$ cat src/logic/uvs_defines.svh
// Functional notes
// [RULE_01] answer fixed address 0111001, bonding may change
// [RULE_02] first byte: address, then read/write flag
// [RULE_03] acknowledge accepted bytes, release line otherwise
// [RULE_04] host sends register address, then data
// [RULE_05] host stops after a not-acknowledge
// [RULE_06] host stops after a normal transfer
// [RULE_07] burst write advances pointer per data byte
// [RULE_08] burst write ends only on stop; the target also ends it on a repeated start
// [RULE_09] host sets pointer by short write first
// [RULE_10] host restarts with address and read flag
// [RULE_11] read returns register at set pointer
// [RULE_12] further read bytes come from rising addresses
// [RULE_13] host ends read with stop
// [RULE_14] host refuses last byte; target then releases
`ifndef UVS_DEFINES_SVH
`define UVS_DEFINES_SVH

// target address and the alternative selected by the bonding strap
`define UVS_DEV_ADDR 7'h39
// alternative address value is arbitrary
`define UVS_ALT_ADDR 7'h3A
// bit counter marks
`define UVS_BYTE_BITS 4'h8
`define UVS_LAST_TX_BIT 4'h7
// pointer step
`define UVS_PTR_STEP 8'h01
// number of pins passing the synchroniser
`define UVS_SYNC_W 3

`endif

$ cat src/logic/uvs_pkg.sv
package uvs_pkg;
`include "uvs_defines.svh"

    // byte engine states
    typedef enum logic [2:0] {
        UVS_IDLE = 3'h0, // bus free, entered on reset or stop
        UVS_RX = 3'h1, // shifting in a byte from the host
        UVS_ACK = 3'h2, // target driving acknowledge bit
        UVS_TX = 3'h3, // shifting out a read byte
        UVS_HACK = 3'h4, // host acknowledge slot after a read byte
        UVS_WAIT = 3'h5 // released, waiting for stop or start
    } uvs_state_t;

    // request towards the register file
    typedef struct packed {
        logic [7:0] addr; // register pointer
        logic [7:0] wdata; // byte to store
        logic wr; // one-cycle write strobe
    } uvs_reg_req_t;

endpackage : uvs_pkg

$ cat src/logic/uvs_i2c_target.sv
`timescale 1ns/100ps
// two-wire target port: oversamples the host clock and data with mclk
module uvs_i2c_target
    import uvs_pkg::*;
(
    input wire logic mclk, // 20 MHz system clock
    input wire logic rst, // synchronous reset, active high
    input wire logic scl_in, // serial clock pin level
    input wire logic sda_in, // serial data pin level
    input wire logic addr_alt_sel, // bonding strap, high picks the alternative address
    output logic sda_out, // data drive value, always low (open drain)
    output logic sda_oe, // high while the target pulls data low
    output uvs_reg_req_t reg_req, // pointer, write data, write strobe
    input wire logic [7:0] reg_rdata // register file data at reg_req.addr
);
    logic [2:0] pin_lvl; // synchronised {strap, sda, scl}
    logic [2:0] pin_prv; // previous synchronised levels

    // every pin passes two flops before any decoding
    uvs_sync u_sync (
        .mclk(mclk),
        .rst(rst),
        .async_in({addr_alt_sel, sda_in, scl_in}),
        .lvl(pin_lvl),
        .prv(pin_prv)
    );

    logic scl_rise; // host clock rising
    logic scl_fall; // host clock falling
    logic start_evt; // data falls while clock high (start or repeated start)
    logic stop_evt; // data rises while clock high
    logic [6:0] own_addr; // address in use

    assign scl_rise = pin_lvl[0] & ~pin_prv[0];
    assign scl_fall = ~pin_lvl[0] & pin_prv[0];
    assign start_evt = pin_lvl[0] & pin_prv[0] & pin_prv[1] & ~pin_lvl[1];
    assign stop_evt = pin_lvl[0] & pin_prv[0] & ~pin_prv[1] & pin_lvl[1];
    assign own_addr = pin_lvl[2] ? `UVS_ALT_ADDR : `UVS_DEV_ADDR; // [RULE_01]

    uvs_state_t state_ff, nxt_state; // byte engine state
    logic [3:0] bitcnt_ff, nxt_bitcnt; // bits moved in the current byte
    logic [7:0] shift_ff, nxt_shift; // receive or transmit shifter
    logic [7:0] ptr_ff, nxt_ptr; // auto-incrementing register pointer
    logic first_ff, nxt_first; // current byte is the address byte
    logic got_ptr_ff, nxt_got_ptr; // pointer byte already taken in this write
    logic read_ff, nxt_read; // direction flag of this transfer
    logic sda_oe_ff, nxt_sda_oe; // data pull-down enable
    logic sda_out_ff; // drive value register
    uvs_reg_req_t req_ff, nxt_req; // request to the register file

    // next-state logic; start and stop override any byte in flight
    always_comb begin
        nxt_state = state_ff;
        nxt_bitcnt = bitcnt_ff;
        nxt_shift = shift_ff;
        nxt_ptr = ptr_ff;
        nxt_first = first_ff;
        nxt_got_ptr = got_ptr_ff;
        nxt_read = read_ff;
        nxt_sda_oe = sda_oe_ff;
        nxt_req.addr = ptr_ff;
        nxt_req.wdata = req_ff.wdata;
        nxt_req.wr = 1'h0;
        if (stop_evt) begin
            // stop closes any sequence, burst writes included
            nxt_state = UVS_IDLE; // [RULE_08]
            nxt_sda_oe = 1'h0;
        end else if (start_evt) begin
            // pointer is kept across a repeated start so a read follows it
            nxt_state = UVS_RX; // [RULE_02]
            nxt_first = 1'h1;
            nxt_got_ptr = 1'h0;
            nxt_bitcnt = 4'h0;
            nxt_sda_oe = 1'h0;
        end else begin
            case (state_ff)
                UVS_RX: begin
                    if (scl_rise && bitcnt_ff != `UVS_BYTE_BITS) begin
                        nxt_shift = {shift_ff[6:0], pin_lvl[1]};
                        nxt_bitcnt = 4'(bitcnt_ff + 4'h1);
                    end else if (scl_fall && bitcnt_ff == `UVS_BYTE_BITS) begin
                        nxt_state = UVS_ACK;
                        nxt_sda_oe = 1'h1; // [RULE_03]
                        if (first_ff) begin
                            nxt_read = shift_ff[0]; // [RULE_02]
                            if (shift_ff[7:1] != own_addr) begin
                                // not for us: leave the line released
                                nxt_state = UVS_WAIT; // [RULE_03]
                                nxt_sda_oe = 1'h0;
                            end
                        end else if (!got_ptr_ff) begin
                            nxt_ptr = shift_ff; // [RULE_04]
                            nxt_got_ptr = 1'h1;
                        end else begin
                            // store and step; every data byte is taken until stop or start
                            nxt_req.addr = ptr_ff;
                            nxt_req.wdata = shift_ff;
                            nxt_req.wr = 1'h1; // [RULE_08]
                            nxt_ptr = 8'(ptr_ff + `UVS_PTR_STEP); // [RULE_07]
                        end
                    end
                end
                UVS_ACK: begin
                    if (scl_fall) begin
                        nxt_bitcnt = 4'h0;
                        if (first_ff && read_ff) begin
                            // first read byte comes from the pointer set earlier
                            nxt_state = UVS_TX;
                            nxt_shift = reg_rdata; // [RULE_11]
                            nxt_sda_oe = ~reg_rdata[7];
                        end else begin
                            nxt_state = UVS_RX;
                            nxt_sda_oe = 1'h0;
                        end
                        nxt_first = 1'h0;
                    end
                end
                UVS_TX: begin
                    if (scl_fall) begin
                        if (bitcnt_ff == `UVS_LAST_TX_BIT) begin
                            nxt_state = UVS_HACK;
                            nxt_sda_oe = 1'h0;
                            nxt_ptr = 8'(ptr_ff + `UVS_PTR_STEP); // [RULE_12]
                        end else begin
                            nxt_shift = {shift_ff[6:0], 1'h0};
                            nxt_sda_oe = ~shift_ff[6];
                            nxt_bitcnt = 4'(bitcnt_ff + 4'h1);
                        end
                    end
                end
                UVS_HACK: begin
                    // low bit of the shifter keeps the sampled host answer
                    if (scl_rise) begin
                        nxt_shift = {shift_ff[7:1], pin_lvl[1]};
                    end else if (scl_fall) begin
                        nxt_bitcnt = 4'h0;
                        if (!shift_ff[0]) begin
                            nxt_state = UVS_TX; // [RULE_12]
                            nxt_shift = reg_rdata;
                            nxt_sda_oe = ~reg_rdata[7];
                        end else begin
                            // host refused: stay off the line until stop or start
                            nxt_state = UVS_WAIT; // [RULE_14]
                        end
                    end
                end
                UVS_IDLE, UVS_WAIT: begin
                    nxt_sda_oe = 1'h0; // [RULE_14]
                end
                default: begin
                    nxt_state = UVS_IDLE;
                    nxt_sda_oe = 1'h0;
                end
            endcase
        end
    end

    // state registers only
    always_ff @(posedge mclk) begin
        if (rst) begin
            state_ff <= UVS_IDLE;
            bitcnt_ff <= 4'h0;
            shift_ff <= 8'h00;
            ptr_ff <= 8'h00;
            first_ff <= 1'h0;
            got_ptr_ff <= 1'h0;
            read_ff <= 1'h0;
            sda_oe_ff <= 1'h0;
            sda_out_ff <= 1'h0;
            req_ff <= '0;
        end else begin
            state_ff <= nxt_state;
            bitcnt_ff <= nxt_bitcnt;
            shift_ff <= nxt_shift;
            ptr_ff <= nxt_ptr;
            first_ff <= nxt_first;
            got_ptr_ff <= nxt_got_ptr;
            read_ff <= nxt_read;
            sda_oe_ff <= nxt_sda_oe;
            sda_out_ff <= 1'h0;
            req_ff <= nxt_req;
        end
    end

    assign sda_out = sda_out_ff;
    assign sda_oe = sda_oe_ff;
    assign reg_req = req_ff;

    logic addr_done; // address byte complete at this clock fall
    assign addr_done = state_ff == UVS_RX && first_ff && scl_fall && bitcnt_ff == `UVS_BYTE_BITS;
endmodule : uvs_i2c_target

$ cat src/logic/uvs_sync.sv
`timescale 1ns/100ps
// two-flop synchroniser plus one history stage for edge finding
module uvs_sync
    import uvs_pkg::*;
(
    input wire logic mclk, // system clock
    input wire logic rst, // synchronous reset, active high
    input wire logic [`UVS_SYNC_W-1:0] async_in, // raw pins
    output logic [`UVS_SYNC_W-1:0] lvl, // synchronised level
    output logic [`UVS_SYNC_W-1:0] prv // level one cycle earlier
);
    logic [`UVS_SYNC_W-1:0] meta_ff; // first stage, read only by second
    logic [`UVS_SYNC_W-1:0] lvl_ff; // second stage
    logic [`UVS_SYNC_W-1:0] prv_ff; // history for edge detection

    genvar gi;
    generate
        for (gi = 0; gi < `UVS_SYNC_W; gi++) begin : g_bit
            // reset to idle-high so no false edge appears after reset
            always_ff @(posedge mclk) begin
                if (rst) begin
                    meta_ff[gi] <= 1'h1;
                    lvl_ff[gi] <= 1'h1;
                    prv_ff[gi] <= 1'h1;
                end else begin
                    meta_ff[gi] <= async_in[gi];
                    lvl_ff[gi] <= meta_ff[gi];
                    prv_ff[gi] <= lvl_ff[gi];
                end
            end
        end
    endgenerate

    assign lvl = lvl_ff;
    assign prv = prv_ff;
endmodule : uvs_sync

$ cat config.mk
export PLATFORM = sky130hd
export DESIGN_NAME = uvs_i2c_target
export DESIGN_NICKNAME = d
export VERILOG_FILES = /design/src/logic/uvs_pkg.sv /design/src/logic/uvs_i2c_target.sv /design/src/logic/uvs_sync.sv
export VERILOG_INCLUDE_DIRS = /design/src /design/src/logic
export SDC_FILE = /design/constraint.sdc
export NUM_CORES = 1
export LEC_CHECK = 0
export ABC_AREA = 1
export BUFFER_PORTS_ARGS = -buffer_cell sky130_fd_sc_hd__buf_4
export CAP_MARGIN = 20
export CORE_MARGIN = 1.5
export CORE_UTILIZATION = 50
export CTS_CLUSTER_DIAMETER = 50
export DETAILED_ROUTE_END_ITERATION = 10
export PLACE_DENSITY = 0.74
export SLEW_MARGIN = 40
export SYNTH_ARGS = -nofsm -noshare
export SYNTH_HDL_FRONTEND = slang
export SYNTH_SLANG_ARGS = --single-unit
$ cat constraint.sdc
create_clock -name mclk -period 3.24 [get_ports mclk]
set_clock_uncertainty 0.05 [all_clocks]
set_input_delay 0.324 -clock mclk [delete_from_list [all_inputs] [get_ports mclk]]
set_output_delay 0.324 -clock mclk [all_outputs]
set_load 0.05 [all_outputs]
==> impl_metrics.json <==
{
  "outcome": "complete, no violations",
  "drt_first_pass_iters": 5,
  "hold-path-endpoint": "u_sync.meta_ff[2]",
  "synth_area_per_cell_um2": 6.27,
  "cts.sink_count": 52,
  "setup_violations": 0,
  "ant_nets": 0,
  "r2r_start": "state_ff[0]",
  "layout.cells.most_common": "nand2_1",
  "synth_top_cell_by_area": "dfxtp_1",
  "antenna_found_initial": 0,
  "power.density_nw_per_um2": 459,
  "drive_above_1_share_pct": 13.3,
  "layout-area-overhead-vs-synth_pct": 11.1,
  "drtIter0Drc": 226,
  "ys_seq_elements": 52,
  "drv_slew": 0,
  "cts_tree": "built",
  "hp-class": "in2reg",
  "fin_nets": 507,
  "worst_slack_ns": 1.15,
  "period_minus_slack_ns": 2.09,
  "p_leak_uw": 0.00156,
  "clock_latency_ns": 0.31,
  "cts_buffers": 5,
  "dp_slack_ns": 1.22,
  "clk_transition_reported_paths_ns": 0.10,
  "critPathKind": "reg2reg",
  "rrSetupSlack_ns": 1.15,
  "ios": 32,
  "hold_slack_ns": 0.133,
  "yosysSeqAreaShare_pct": 35.8,
  "cts_root_buf": "clkbuf_8",
  "hpwl_um": 5120,
  "holdPathStages": 2,
  "yosys_warnings": 0,
  "core_area_um2": 5570,
  "cts_hold_buf": 0,
  "grtUsageTotal_pct": 24.4,
  "netlist_instances": 464,
  "cts_max_level": 2,
  "die_area_um2": 6280,
  "grt_pass1_wl_um": 12100,
  "ir_drop_mv": 0.236,
  "grt-ovfl-total": 0,
  "final_area_um2": 3230,
  "slew_headroom_pct": 47.2,
  "routed_wl_um": 6980,
  "clockBufferDepth": 2,
  "initial_utilization_pct": 52.2,
  "drt-vias-per-instance": 5.25,
  "postCtsSetupBuffers": 0,
  "critPathRequiredTime_ns": 3.45,
  "place.gp.congestion": 0.911,
  "rsz0062_at_grt": "false",
  "tns_ns": 0,
  "antennaDiodeCount": 0,
  "route.detailed.drc": 0,
  "maxCapViolations": 0,
  "die_width_um": 79.3,
  "cp-start-kind": "flop",
  "yosys.cell_types.count": 30,
  "grt_start_max_net_pins": 26,
  "die_y_um": 79.3,
  "mappedNetlistArea_um2": 2910,
  "placedInstanceArea_um2": 3140,
  "synth.top_cell.area_share_pct": 35.8,
  "min_from": "addr_alt_sel",
  "hold_viol_final": 0,
  "grt_pass1_vias": 2607,
  "r2r_cells": 8,
  "crit_fanout": 11,
  "io_buffers": 30,
  "fin_crit_sh_pct": 64.4,
  "cts_resized": 0,
  "wl_per_cell_um": 12.4,
  "max_slew.worst_pin.slew_ns": 0.790,
  "mostFrequentLayoutCells": "nand2_1, nor2_1, dfxtp_1, nand3_1, inv_1",
  "vias": 2946,
  "r2r-end": "ptr_ff[4]",
  "clock.fmax_mhz": 479,
  "synth_area_leaders": "dfxtp_1, nand2_1, nor2_1",
  "final_util_pct": 58.0,
  "syn_nets": 483,
  "crit_path_end_kind": "flop",
  "rows": 27,
  "cp.arrival_ns": 2.29
}
==> metrics by stage <==
stage	cells	power (uW)
after floorplan	464	1020
after global placement	553	1110
after detailed placement	553	1110
after CTS	561	1490
after global routing	561	1590
final	561	1480
==> layout make-up <==
class / instances / area [um2]
Timing Repair Buffer: 30 / 225
Multi-Input combinational cell: 352 / 1610
Sequential cell: 52 / 1040
Tap cell: 72 / 90.1
Fill cell: 554 / 2340
Clock inverter: 2 / 16.3
Inverter: 47 / 176
Clock buffer: 6 / 72.6
==> registers in the layout, indices dropped and copies added (netlist names) <==
| register | cells |
|---|---|
| shift_ff | 8 |
| u_sync.lvl | 3 |
| got_ptr_ff | 1 |
| read_ff | 1 |
| state_ff | 3 |
| first_ff | 1 |
| reg_req | 17 |
| u_sync.prv | 2 |
| u_sync.meta_ff | 3 |
| sda_oe | 1 |
| ptr_ff | 8 |
| bitcnt_ff | 4 |
==> synth_stat cells (all sizes together) <==
| cell | n |
|---|---|
| o211ai | 1 |
| a21oi | 14 |
| xor2 | 2 |
| nand2 | 145 |
| or2 | 6 |
| nand3 | 45 |
| nor3 | 7 |
| clkbuf | 6 |
| o21ai | 20 |
| ha | 6 |
| conb | 1 |
| o31ai | 1 |
| a31oi | 1 |
| dfxtp | 52 |
| nand3b | 2 |
| inv | 47 |
| buf | 7 |
| nand4 | 5 |
| nor2 | 96 |
==> critical path, stage by stage (launching register included) <==
cell,delay [ns]
dfxtp_1,0.43
inv_1,0.13
nor2_2,0.51
nor2_1,0.32
inv_1,0.25
nand3_1,0.10
o21ai_0,0.08
nor2_1,0.06
nor2_1,0.09
==> power by group <==
part           internal [uW]  switching (uW)  leakage (uW)
clock                    154             225     0.0000414
sequential               681            43.1      0.000422
combinational            126             255       0.00110
==> metal layers <==
| metal | wire length, um | track usage [%] | up-vias |
|---|---|---|---|
| met2 | 3110 | 38.5 | 104 |
| li1 | - | - | 1495 |
| met3 | 491 | 4.60 | 10 |
| met4 | 91 | 6.84 | 0 |
| met5 | 0 | 0 | - |
| met1 | 3290 | 34.0 | 1337 |
==> kinds of logic after synthesis <==
group,synth area share [%]
AOI/OAI and AO/OA,6.71
xor gates and xnor gates,0.602
adders and majority gates,2.58
buffers and inverters,8.82
DFF,35.8
other,0.129
and+or+nand+nor,45.4
==> how the worst max path moves through the flow <==
stage / endpoint / cells past startpoint / from / slack, ns
final: ptr_ff[4] / 8 / state_ff[0] / 1.15
after global routing: ptr_ff[1] / 8 / state_ff[0] / 0.97
after CTS: ptr_ff[4] / 8 / state_ff[0] / 1.18
after detailed placement: ptr_ff[4] / 8 / state_ff[0] / 1.22
after global placement: ptr_ff[1] / 7 / state_ff[0] / 1.19
after floorplan: shift_ff[6] / 9 / u_sync.prv[0] / 1.65
No activity file was read; power rests on OpenSTA's default activity.
